### src/verilog/tcmp_regs.vh
`ifndef TCMP_REGS_VH
`define TCMP_REGS_VH
// Register byte offsets
`define TCMP_CTRL_OFF     4'h0
`define TCMP_COUNT_OFF    4'h4
`define TCMP_CMP_OFF      4'h8
`define TCMP_STAT_OFF     4'hc
// Control register fields
`define TCMP_CTRL_CS_LO   0
`define TCMP_CTRL_CS_HI   2
`define TCMP_CTRL_WGM_LO  3
`define TCMP_CTRL_WGM_HI  4
`define TCMP_CTRL_COM_LO  5
`define TCMP_CTRL_COM_HI  6
`define TCMP_CTRL_FOC     7
`define TCMP_CTRL_DDR     8
// Status register fields
`define TCMP_STAT_TOV     0
`define TCMP_STAT_OCF     1
`define TCMP_STAT_OCS     2
// Waveform modes
`define TCMP_WGM_NORMAL   2'h0
`define TCMP_WGM_PCPWM    2'h1
`define TCMP_WGM_CTC      2'h2
`define TCMP_WGM_FPWM     2'h3
// Compare output modes
`define TCMP_COM_NONE     2'h0
`define TCMP_COM_TOGGLE   2'h1
`define TCMP_COM_CLEAR    2'h2
`define TCMP_COM_SET      2'h3
// Reset values, count top and response codes
`define TCMP_CTRL_RST     9'h000
`define TCMP_BYTE_RST     8'h00
`define TCMP_MAX          8'hff
`define TCMP_BRESP_OK     2'h0
`define TCMP_BRESP_SLVERR 2'h2
`endif

### src/verilog/tcmp_wavegen.v
`timescale 1ns/1ns
`default_nettype none
`include "tcmp_regs.vh"
module tcmp_wavegen (
  // Clock and reset
  input  wire       CLK,
  input  wire       RST_B,
  // Control
  input  wire [1:0] COM,
  input  wire [1:0] WGM,
  input  wire       MATCH,
  input  wire       FORCE,
  input  wire       BOTTOM,
  input  wire       DOWN,
  // Output state
  output reg        OCS
);
  reg  ocs_d;
  wire pwm = (WGM == `TCMP_WGM_PCPWM) || (WGM == `TCMP_WGM_FPWM);
  always @* begin
    ocs_d = OCS;
    if (!pwm) begin
      if (MATCH || FORCE) begin
        case (COM)
          `TCMP_COM_TOGGLE: ocs_d = ~OCS;
          `TCMP_COM_CLEAR:  ocs_d = 1'b0;
          `TCMP_COM_SET:    ocs_d = 1'b1;
          default:          ocs_d = OCS;
        endcase
      end
    end else if (COM[1]) begin
      if (WGM == `TCMP_WGM_FPWM) begin
        if (MATCH)
          ocs_d = COM[0];
        else if (BOTTOM)
          ocs_d = ~COM[0];
      end else if (MATCH) begin
        ocs_d = DOWN ? ~COM[0] : COM[0];
      end
    end else if (COM == `TCMP_COM_TOGGLE && MATCH && WGM == `TCMP_WGM_FPWM) begin
      ocs_d = ~OCS;
    end
  end
  // COM sampled only at match, force or fast PWM bottom, so a write alone never moves the state
  always @(posedge CLK or negedge RST_B) begin
    if (!RST_B)
      OCS <= 1'b0;
    else
      OCS <= ocs_d;
  end
endmodule // tcmp_wavegen
`default_nettype wire

### src/verilog/tcmp_timer.v
// Local design decisions: the AXI4-Lite interface to the registers and the register addresses.
`timescale 1ns/1ns
`default_nettype none
`include "tcmp_regs.vh"
module tcmp_timer (
  // Clock and reset
  input  wire        CLK,
  input  wire        RST_B,
  // AXI4-Lite write address
  input  wire [3:0]  S_AXI_AWADDR,
  input  wire        S_AXI_AWVALID,
  output wire        S_AXI_AWREADY,
  // AXI4-Lite write data
  input  wire [31:0] S_AXI_WDATA,
  input  wire [3:0]  S_AXI_WSTRB,
  input  wire        S_AXI_WVALID,
  output wire        S_AXI_WREADY,
  // AXI4-Lite write response
  output reg  [1:0]  S_AXI_BRESP,
  output reg         S_AXI_BVALID,
  input  wire        S_AXI_BREADY,
  // AXI4-Lite read address
  input  wire [3:0]  S_AXI_ARADDR,
  input  wire        S_AXI_ARVALID,
  output wire        S_AXI_ARREADY,
  // AXI4-Lite read data
  output reg  [31:0] S_AXI_RDATA,
  output reg  [1:0]  S_AXI_RRESP,
  output reg         S_AXI_RVALID,
  input  wire        S_AXI_RREADY,
  // Port pin
  input  wire        PORT_OUT,
  output wire        PIN_OUT,
  output wire        PIN_OE
);
  reg  [8:0] ctrl_q;
  reg  [7:0] count_q;
  reg  [7:0] count_d;
  reg  [7:0] cmp_q;
  reg        tov_q;
  reg        ocf_q;
  reg        down_q;
  reg        down_d;
  reg        blk_q;
  reg        match_q;
  reg        aw_q;
  reg        w_q;
  reg  [3:0] awaddr_q;
  reg  [31:0] wdata_q;
  reg  [3:0] wstrb_q;
  wire       ocs;

  wire [2:0] cs  = ctrl_q[`TCMP_CTRL_CS_HI:`TCMP_CTRL_CS_LO];
  wire [1:0] wgm = ctrl_q[`TCMP_CTRL_WGM_HI:`TCMP_CTRL_WGM_LO];
  wire [1:0] com = ctrl_q[`TCMP_CTRL_COM_HI:`TCMP_CTRL_COM_LO];
  wire       ddr = ctrl_q[`TCMP_CTRL_DDR];
  wire       run = (cs != 3'h0);

  // Write channel: address and data latched separately, either order
  wire       wr_go  = aw_q && w_q && !S_AXI_BVALID;
  wire       wr_ctl = wr_go && awaddr_q == `TCMP_CTRL_OFF;
  wire       wr_cnt = wr_go && awaddr_q == `TCMP_COUNT_OFF && wstrb_q[0];
  wire       wr_cmp = wr_go && awaddr_q == `TCMP_CMP_OFF && wstrb_q[0];
  wire       wr_sts = wr_go && awaddr_q == `TCMP_STAT_OFF && wstrb_q[0];
  wire       mapped = (awaddr_q == `TCMP_CTRL_OFF) || (awaddr_q == `TCMP_COUNT_OFF)
                   || (awaddr_q == `TCMP_CMP_OFF) || (awaddr_q == `TCMP_STAT_OFF);
  wire       pwm    = (wgm == `TCMP_WGM_PCPWM) || (wgm == `TCMP_WGM_FPWM);
  // Strobe written together with its mode must use the new mode bits
  wire [1:0] wgm_w   = wdata_q[`TCMP_CTRL_WGM_HI:`TCMP_CTRL_WGM_LO];
  wire       pwm_w   = (wgm_w == `TCMP_WGM_PCPWM) || (wgm_w == `TCMP_WGM_FPWM);
  wire       force_s = wr_ctl && wstrb_q[0] && wdata_q[`TCMP_CTRL_FOC] && !pwm_w;
  wire [1:0] com_in  = force_s ? wdata_q[`TCMP_CTRL_COM_HI:`TCMP_CTRL_COM_LO] : com;
  wire [1:0] wgm_in  = force_s ? wgm_w : wgm;

  assign S_AXI_AWREADY = !aw_q;
  assign S_AXI_WREADY  = !w_q;
  assign S_AXI_ARREADY = !S_AXI_RVALID;

  // Comparator; a count write blocks the following cycle's match
  wire       equal   = (count_q == cmp_q);
  wire       match   = equal && !blk_q && !wr_cnt;
  wire       at_max  = (count_q == `TCMP_MAX);
  wire       bottom  = run && (count_d == `TCMP_BYTE_RST) && (count_q != `TCMP_BYTE_RST);

  // Sequence chosen by waveform mode only
  always @* begin
    count_d = count_q;
    down_d  = down_q;
    if (wr_cnt) begin
      count_d = wdata_q[7:0];
    end else if (run) begin
      case (wgm)
        `TCMP_WGM_NORMAL: count_d = count_q + 8'h01;
        `TCMP_WGM_CTC:    count_d = equal ? `TCMP_BYTE_RST : count_q + 8'h01;
        `TCMP_WGM_FPWM:   count_d = count_q + 8'h01;
        `TCMP_WGM_PCPWM: begin
          if (at_max)
            down_d = 1'b1;
          else if (count_q == `TCMP_BYTE_RST)
            down_d = 1'b0;
          count_d = (down_d) ? count_q - 8'h01 : count_q + 8'h01;
        end
        default:          count_d = count_q;
      endcase
    end
  end

  always @(posedge CLK or negedge RST_B) begin
    if (!RST_B) begin
      ctrl_q  <= `TCMP_CTRL_RST;
      count_q <= `TCMP_BYTE_RST;
      cmp_q   <= `TCMP_BYTE_RST;
      tov_q   <= 1'b0;
      ocf_q   <= 1'b0;
      down_q  <= 1'b0;
      blk_q   <= 1'b0;
      match_q <= 1'b0;
    end else begin
      count_q <= count_d;
      down_q  <= down_d;
      blk_q   <= wr_cnt;
      match_q <= match && run;
      if (wr_ctl) begin
        if (wstrb_q[0])
          ctrl_q[6:0] <= wdata_q[6:0];
        if (wstrb_q[1])
          ctrl_q[`TCMP_CTRL_DDR] <= wdata_q[`TCMP_CTRL_DDR];
      end
      if (wr_cmp)
        cmp_q <= wdata_q[7:0];
      // Set wins over a same-cycle write-one clear
      if (run && !wr_cnt && count_d == `TCMP_BYTE_RST && count_q != `TCMP_BYTE_RST)
        tov_q <= 1'b1;
      else if (wr_sts && wdata_q[`TCMP_STAT_TOV])
        tov_q <= 1'b0;
      if (match_q)
        ocf_q <= 1'b1;
      else if (wr_sts && wdata_q[`TCMP_STAT_OCF])
        ocf_q <= 1'b0;
    end
  end

  // AXI write path
  always @(posedge CLK or negedge RST_B) begin
    if (!RST_B) begin
      aw_q         <= 1'b0;
      w_q          <= 1'b0;
      awaddr_q     <= 4'h0;
      wdata_q      <= 32'h0000_0000;
      wstrb_q      <= 4'h0;
      S_AXI_BVALID <= 1'b0;
      S_AXI_BRESP  <= `TCMP_BRESP_OK;
    end else begin
      if (S_AXI_AWVALID && !aw_q) begin
        aw_q     <= 1'b1;
        awaddr_q <= {S_AXI_AWADDR[3:2], 2'b00};
      end
      if (S_AXI_WVALID && !w_q) begin
        w_q     <= 1'b1;
        wdata_q <= S_AXI_WDATA;
        wstrb_q <= S_AXI_WSTRB;
      end
      if (wr_go) begin
        S_AXI_BVALID <= 1'b1;
        S_AXI_BRESP  <= mapped ? `TCMP_BRESP_OK : `TCMP_BRESP_SLVERR;
      end else if (S_AXI_BVALID && S_AXI_BREADY) begin
        S_AXI_BVALID <= 1'b0;
        aw_q         <= 1'b0;
        w_q          <= 1'b0;
      end
    end
  end

  // AXI read path
  always @(posedge CLK or negedge RST_B) begin
    if (!RST_B) begin
      S_AXI_RVALID <= 1'b0;
      S_AXI_RDATA  <= 32'h0000_0000;
      S_AXI_RRESP  <= `TCMP_BRESP_OK;
    end else if (S_AXI_ARVALID && !S_AXI_RVALID) begin
      S_AXI_RVALID <= 1'b1;
      S_AXI_RRESP  <= `TCMP_BRESP_OK;
      case ({S_AXI_ARADDR[3:2], 2'b00})
        `TCMP_CTRL_OFF:  S_AXI_RDATA <= {23'h0, ctrl_q[8], 1'b0, ctrl_q[6:0]};
        `TCMP_COUNT_OFF: S_AXI_RDATA <= {24'h0, count_q};
        `TCMP_CMP_OFF:   S_AXI_RDATA <= {24'h0, cmp_q};
        `TCMP_STAT_OFF:  S_AXI_RDATA <= {29'h0, ocs, ocf_q, tov_q};
        default: begin
          S_AXI_RDATA <= 32'h0000_0000;
          S_AXI_RRESP <= `TCMP_BRESP_SLVERR;
        end
      endcase
    end else if (S_AXI_RVALID && S_AXI_RREADY) begin
      S_AXI_RVALID <= 1'b0;
    end
  end

  tcmp_wavegen u_wavegen (
    .CLK    (CLK),
    .RST_B  (RST_B),
    .COM    (com_in),
    .WGM    (wgm_in),
    .MATCH  (match && run),
    .FORCE  (force_s),
    .BOTTOM (bottom),
    .DOWN   (down_q),
    .OCS    (ocs)
  );

  // Override by compare mode alone; direction stays with the control register DDR bit
  assign PIN_OUT = (com != `TCMP_COM_NONE) ? ocs : PORT_OUT;
  assign PIN_OE  = ddr;
endmodule // tcmp_timer
`default_nettype wire

### config.mk
export PLATFORM = sky130hd
export DESIGN_NAME = tcmp_timer
export DESIGN_NICKNAME = d
export VERILOG_FILES = /design/src/verilog/tcmp_wavegen.v /design/src/verilog/tcmp_timer.v
export VERILOG_INCLUDE_DIRS = /design/src /design/src/verilog
export SDC_FILE = /design/constraint.sdc
export NUM_CORES = 1
export LEC_CHECK = 0
export BUFFER_PORTS_ARGS = -buffer_cell sky130_fd_sc_hd__buf_4
export CAP_MARGIN = 15
export CORE_ASPECT_RATIO = 0.75
export CORE_MARGIN = 3
export CORE_UTILIZATION = 24
export CTS_BUF_LIST = sky130_fd_sc_hd__clkbuf_4
export DETAILED_ROUTE_END_ITERATION = 16
export GPL_ROUTABILITY_DRIVEN = 0
export PLACE_DENSITY = 0.43
export SYNTH_ARGS = -nofsm -noshare
export SYNTH_HDL_FRONTEND = slang
export SYNTH_SLANG_ARGS = --single-unit
### constraint.sdc
create_clock -name CLK -period 4.85 [get_ports CLK]
set_clock_uncertainty 0.15 [all_clocks]
set_input_delay 0.7275 -clock CLK [delete_from_list [all_inputs] [get_ports CLK]]
set_output_delay 0.7275 -clock CLK [all_outputs]
set_load 0.005 [all_outputs]
==> results.md, run 1 <==
- Crit path cell chain: xor2_1 > nor4_2 > a21boi_1 > or2_0 > a211o_1 > or4_1 > nor4_1 > a211oi_1
- Max-slew violations: 0
- TritonCTS clock tree: yes
- Layout Utilization: 28.1%
- R2r setup slk: 1330 ps
- Ratio of cells with drive above 1 in the final layout: 25.2%
- Final WS setup: 1330 ps
- Worst-margin pin slew: around 1000 ps
- Combinational Power Share: around 47%
- Tcrit/Tclk final: 72.7%
- CP peak stage delay: 740 ps
- WP data required: 5000 ps
- Max Fanout on Critical Path: 10
- Die Span Y: 110 um
- Top-Level Pins: 95
- Setup Viol. Count Final: 0
- Via count: 2705
- CTS H-tree lvls: 3
- Post-CTS Setup Bufs: 0
- Commonest non-fill, non-tap cells in the layout: dfrtp_1, buf_4, mux2_2
- Crit. End Element: register
- # port buffers: 39
- Full die area: between 0.015 and 0.02 mm2
- Switch Pwr: 0.00112 W
- First-pass GRT wire length: approximately 15000 um
- P_leak: 1.75 nW
- Average wire per standard cell: roughly 16 um
- Synth warn: 0
- Commonest non-fill, non-tap cell in the layout: dfrtp_1
- Fmax: 284 MHz
- FP Rows: 37
- Vias per cell: 4.79
- R2R cell count: 8
- Setup CP Type: reg -> reg
- Post-synth top flop: dfrtp_1
- Synth unique cells: 50
- Syn_area_per_cell: 9.84 um2
- Num CTS Buffers: 9
- Dpl cells: 549
- Synth Cell Area: around 0.0034 mm2
- CTS Buffer Depth: 2
- EDFF count, synth: 0
- Register area share after synthesis: 41.5%
- Register area: 0.00143 mm2
- Endpoints failing hold: 0
- Slew headroom: 30.1%
- Drt drc: 0
- Worst endpoint data arrival time: 3680 ps
- Placeable Area: 0.0138 mm2
- Clk slew on worst S/H paths: 100 ps
- Seq cells post-synth: 57
- Post-route setup TNS: 0 ps
- Dpl ws: 1390 ps
- Wirelength, routed: just over 9000 um
- Area Growth Syn to Fin: 13.2%
- Initial DRC Count: between 200 and 250
- Status: complete, no violations
- CTS sink cnt: 57
- RR Startpoint: count_q[0]$_DFF_PN0_
- Power Dens Cells: approximately 630 mW/mm2
- Final min period: 3520 ps
- Hold buffers post-CTS: 0
- Final HPWL DP: about 7000 um
- Layout Nets: 442
- Critical R2R Capture: u_wavegen.OCS$_DFFE_PN0P_
- GRT Total Usage: 12.1%
- Int Power: 0.00133 W
- Sw frac: 45.6%
- Largest net degree at the start of global routing: 58
- Smallest hold slack: between 200 and 250 ps
- Slowest-stage cell, CP: nor4_2
- Fillers: between 1000 and 1500
- Worst skew pair latency: 410 ps
- Clock Tree Root: clkbuf_4
- Part of the power in the clock network: 11.5%
- RSZ-0062 raised after global routing: false
- Max VDD drop: 0.000213 V
- Die Wd: between 100 and 150 um
- CP startpoint kind: register
- Initial Utilization: ~25%
- Hold Crit Class: in -> async
- Initial antenna violation count: 1
- Vias in the first global route: 2542
- Multi-input logic area: around 0.0018 mm2
- Fraction of registers with async set/reset: 100%
- Cell Count, Final, Fillers Out: 565
- Grt total ovfl: 0
- Resize count post-CTS: 0
- Flop pwr share: 41.3%
- Synth Instances: 349
- Max_cap viols: 0
- Final ANT Viol Nets: 0
- First drt pass iteration count: 4
-- worst max path at each step --
stage	start	endpoint	slack (ps)	cells past startpoint
floorplan	count_q[0]$_DFF_PN0_	u_wavegen.OCS$_DFFE_PN0P_	1940	9
global placement	count_q[0]$_DFF_PN0_	u_wavegen.OCS$_DFFE_PN0P_	1360	8
detailed placement	count_q[0]$_DFF_PN0_	u_wavegen.OCS$_DFFE_PN0P_	1390	8
CTS	count_q[0]$_DFF_PN0_	u_wavegen.OCS$_DFFE_PN0P_	1350	8
global route	count_q[0]$_DFF_PN0_	u_wavegen.OCS$_DFFE_PN0P_	1110	8
finish	count_q[0]$_DFF_PN0_	u_wavegen.OCS$_DFFE_PN0P_	1330	8
-- power groups by stage --
stage | registers [W] | logic [W] | clock network [W]
after floorplan | 0.000840 | 0.000921 | 0
after global placement | 0.00102 | 0.00115 | 0
after detailed placement | 0.00102 | 0.00115 | 0
after CTS | 0.00101 | 0.00116 | 0.000295
after global routing | 0.00105 | 0.00130 | 0.000318
final | 0.00101 | 0.00116 | 0.000281
-- cell type report --
| type | count | share of cell area, % |
|---|---|---|
| antenna | 1 | 0.0644 |
| clock buffer | 10 | 1.93 |
| clock inverter | 5 | 0.611 |
| inverter | 11 | 1.06 |
| multi-input combinational | 266 | 46.3 |
| sequential | 57 | 36.7 |
| tap | 175 | 5.63 |
| timing repair buffer | 40 | 7.72 |
-- layer usage --
metal | vias to the layer above | GRT usage, % | wire length, um
met1 | 1323 | 18.8 | 4770
li1 | 1270 | - | -
met2 | 106 | 16.0 | 3620
met5 | - | 0 | 0
met4 | 0 | 2.73 | 62
met3 | 6 | 3.74 | 754
-- synthesized netlist by cell type (2+ instances only) --
master    instances  area (um2)
mux4_2            3        67.6
mux2i_1           7        70.1
a21oi_1          21         105
inv_1            11        41.3
a32oi_1           2        17.5
nor2_1           32         120
a211oi_1          5        37.5
clkbuf_1          6        22.5
a41oi_1           2        17.5
xnor2_1           5        43.8
buf_4            26         195
nor2b_1           7        43.8
or4_1             4        30.0
and3b_1           2        17.5
a21o_1            3        22.5
nor3_1            7        35.0
or4_4             2        22.5
o22ai_1           2        12.5
o21ai_0          17        85.1
mux2_2           34         383
and4b_1           2        20.0
or3_1             3        18.8
nand2b_1          2        12.5
a211o_1           3        26.3
buf_1             2        7.51
a221oi_1          2        17.5
ha_1              5        62.6
nor4_2            2        25.0
nand2_1          26        97.6
nor4_1            3        18.8
dfrtp_1          57        1430
buf_2             5        25.0
xor2_1           12         105
nand3_1           9        45.0
a31o_2            2        17.5
and3_1            2        12.5
-- flip-flops by register name, summed over array words and instances, names as in the netlist, 2 cells and up --
name	cells
cmp_q	8
count_q	8
wdata_q	9
awaddr_q	2
cs	3
wstrb_q	2
S_AXI_RDATA	9
ctrl_q	2
com	2
-- critical path, delay by kind of cell (launching register included) --
kind / cells / cell delay, ps
DFF: 1 / 530
AOI/OAI and AO/OA: 3 / 750
xor gates and xnor gates: 1 / 210
and+or+nand+nor: 4 / 1760
-- per-stage QoR --
stage                     area (um2)  power (W)
after floorplan                 3530    0.00176
after global placement          3790    0.00216
after detailed placement        3790    0.00217
after CTS                       3890    0.00246
after global routing            3890    0.00267
final                           3890    0.00245
-- kinds of logic (layout without fill, tap and decap cells) --
logic type | count (synthesis) | after routing | synth area share (%)
AND/OR/NAND/NOR | 107 | 107 | 16.0
AO/OA/AOI/OAI | 67 | 67 | 12.3
flip-flops | 57 | 57 | 41.5
buffers and inverters | 51 | 66 | 8.81
multiplexers | 44 | 44 | 15.1
XOR/XNOR | 17 | 17 | 4.33
adder cells (fa/ha/maj) | 5 | 5 | 1.82
other | 1 | 27 | 0.109
Power figures use the tool's default switching activity.
==> inputs of run 2 (changes only) <==
--- a/config.mk
+++ b/config.mk
@@ -14,7 +14,7 @@
 export CTS_BUF_LIST = sky130_fd_sc_hd__clkbuf_4
 export DETAILED_ROUTE_END_ITERATION = 16
 export GPL_ROUTABILITY_DRIVEN = 0
-export PLACE_DENSITY = 0.43
+export PLACE_DENSITY = 0.44
 export SYNTH_ARGS = -nofsm -noshare
 export SYNTH_HDL_FRONTEND = slang
 export SYNTH_SLANG_ARGS = --single-unit
==> constraint.sdc (replaced) <==
create_clock -name CLK -period 3.24 [get_ports CLK]
set_clock_uncertainty 0.15 [all_clocks]
set_input_delay 0.486 -clock CLK [delete_from_list [all_inputs] [get_ports CLK]]
set_output_delay 0.486 -clock CLK [all_outputs]
set_load 0.005 [all_outputs]
==> results.md, run 2 (synthesized netlist as in run 1, its figures left out) <==
- Status: finished with violations (was complete, no violations)
- Failing checks: negative hold slack
- Layout Nets: 471 (was 442)
- Slew headroom: 44.6% (was 30.1%)
- Setup Viol. Count Final: 0 (unchanged)
- Clk slew on worst S/H paths: 100 ps (about the same)
- Max Fanout on Critical Path: 7 (was 10)
- First drt pass iteration count: 4 (unchanged)
- First-pass GRT wire length: 15200 um (was 14600 um)
- Placeable Area: 0.0138 mm2 (unchanged)
- Initial Utilization: 24.8% (unchanged)
- Die Span Y: 110 um (unchanged)
- WP data required: 3380 ps (was 5000 ps)
- Initial antenna violation count: 1 (unchanged)
- Switch Pwr: 0.00174 W (was 0.00112 W)
- Crit. End Element: register (unchanged)
- Int Power: 0.00228 W (was 0.00133 W)
- Flop pwr share: 35.0% (was 41.3%)
- Largest regs: S_AXI_RDATA (9), wdata_q (9) (unchanged)
- Drt drc: 0 (unchanged)
- Post-route setup TNS: 0 ps (unchanged)
- Num CTS Buffers: 9 (unchanged)
- Fmax: 322 MHz (was 284 MHz)
- Vias per cell: 4.64 (was 4.79)
- Worst skew pair latency: 410 ps (about the same)
- CTS H-tree lvls: 3 (unchanged)
- # port buffers: 39 (unchanged)
- Final ANT Viol Nets: 0 (unchanged)
- Max VDD drop: 0.000300 V (was 0.000213 V)
- Final HPWL DP: 7370 um (was 6980 um)
- Ratio of cells with drive above 1 in the final layout: 30.5% (was 25.2%)
- Worst endpoint data arrival time: 3250 ps (was 3680 ps)
- CTS Buffer Depth: 2 (unchanged)
- Area Growth Syn to Fin: 19.8% (was 13.2%)
- Sw frac: 43.3% (was 45.6%)
- CP startpoint kind: register (unchanged)
- Via count: 2763 (was 2705)
- Average wire per standard cell: 16.0 um (was 16.3 um)
- Tcrit/Tclk final: 95.8% (was 72.7%)
- Die Wd: 144 um (unchanged)
- Fillers: 1474 (was 1498)
- Post-CTS Setup Bufs: 0 (unchanged)
- Hold buffers post-CTS: 0 (unchanged)
- Endpoints failing hold: 19 (was 0)
- FP Rows: 37 (unchanged)
- Multi-input logic area: 0.00180 mm2 (about the same)
- Commonest non-fill, non-tap cells in the layout: buf_4, dfrtp_1, mux2_2 (was dfrtp_1, buf_4, mux2_2)
- Clock Tree Root: clkbuf_4 (unchanged)
- Setup CP Type: reg -> reg (unchanged)
- Full die area: 0.0158 mm2 (unchanged)
- Smallest hold slack: -15.6 ps (was 212 ps)
- Vias in the first global route: 2747 (was 2542)
- GRT Total Usage: 12.5% (was 12.1%)
- Grt total ovfl: 0 (unchanged)
- Register area: 0.00143 mm2 (about the same)
- Largest net degree at the start of global routing: 58 (unchanged)
- Power Dens Cells: 977 mW/mm2 (was 630 mW/mm2)
- TritonCTS clock tree: yes (unchanged)
- Final min period: 3100 ps (was 3520 ps)
- Hold Crit Class: in -> async (unchanged)
- Wirelength, routed: 9500 um (was 9200 um)
- Part of the power in the clock network: 10.6% (was 11.5%)
- P_leak: 1.89 nW (was 1.75 nW)
- Top-Level Pins: 95 (unchanged)
- Worst-margin pin slew: 828 ps (was 1050 ps)
- Initial DRC Count: 150 (was 215)
- Max_cap viols: 0 (unchanged)
- Combinational Power Share: 54.4% (was 47.3%)
- CTS sink cnt: 57 (unchanged)
- Commonest non-fill, non-tap cell in the layout: buf_4 (was dfrtp_1)
- Max-slew violations: 0 (unchanged)
-- run 2: cell types whose count changed in the layout (fill, tap and decap cells not counted), sizes merged --
cell,before,now
buf,40,69
clkbuf,10,11
-- run 2: layout make-up --
type | count | share of cell area [%]
multi-input combinational | 266 | 43.8
sequential | 57 | 34.7
timing repair buffer | 69 | 12.6
tap | 175 | 5.32
clock buffer | 11 | 2.01
inverter | 11 | 1.00
clock inverter | 5 | 0.547
antenna | 1 | 0.0608
-- run 2: path summary, 6_finish.rpt --
| kind | startpoint | endpoint | slack (ps) | cells past startpoint |
|---|---|---|---|---|
| hold reg to reg | match_q$_DFF_PN0_ | ocf_q$_DFFE_PN0P_ | 300 | 1 |
| setup / recovery | count_q[3]$_DFF_PN0_ | u_wavegen.OCS$_DFFE_PN0P_ | 140 | 8 |
| hold / removal | RST_B | S_AXI_BRESP[1]$_DFFE_PN0P_ | -20 | 1 |
| min in group CLK | S_AXI_RREADY | S_AXI_RVALID$_DFFE_PN0P_ | 110 | 2 |
| max in group asynchronous | RST_B | count_q[0]$_DFF_PN0_ | 2420 | 1 |
| setup reg to reg | count_q[3]$_DFF_PN0_ | u_wavegen.OCS$_DFFE_PN0P_ | 140 | 8 |
-- run 2: per-stage QoR --
step                      setup WS, ps  power [W]  cells  utilization, %  area, um2
final                              137    0.00402    595            29.7       4120
after global routing             -2.29    0.00435    595            29.7       4120
after CTS                          168    0.00403    594            29.7       4110
after detailed placement           200    0.00359    578            28.9       4010
after global placement             205    0.00358    578            28.9       4010
after floorplan                    331    0.00264    374               -       3530
-- run 2: repair_timing --
action / CTS / global route
endpoints found under the hold margin: 0 / 0
resized for setup: 0 / 2
endpoints found under the setup margin: 0 / 1
-- run 2: routing by layer --
metal | GRT usage [%] | wire (um) | vias up | part of all wire, %
met5 | 0 | 0 | - | 0
met4 | 3.20 | 142 | 0 | 1.5
met3 | 3.22 | 555 | 14 | 5.8
met2 | 16.8 | 3710 | 73 | 39
met1 | 19.7 | 5090 | 1348 | 54
li1 | - | - | 1328 | -
-- run 2: power by group through the flow --
stage | Combinational (W) | Sequential (W) | Clock (W)
floorplan | 0.00138 | 0.00126 | 0
global placement | 0.00216 | 0.00141 | 0
detailed placement | 0.00217 | 0.00142 | 0
CTS | 0.00218 | 0.00141 | 0.000447
global route | 0.00242 | 0.00146 | 0.000473
finish | 0.00219 | 0.00141 | 0.000426
-- run 2: worst max-delay path, stage by stage (launching register included) --
cell      delay (ps)
dfrtp_1          470
or4_4            550
or4_4            450
mux2i_1          160
o22ai_1           90
a211o_1          300
or4_1            480
nor4_1           270
a211oi_1          70
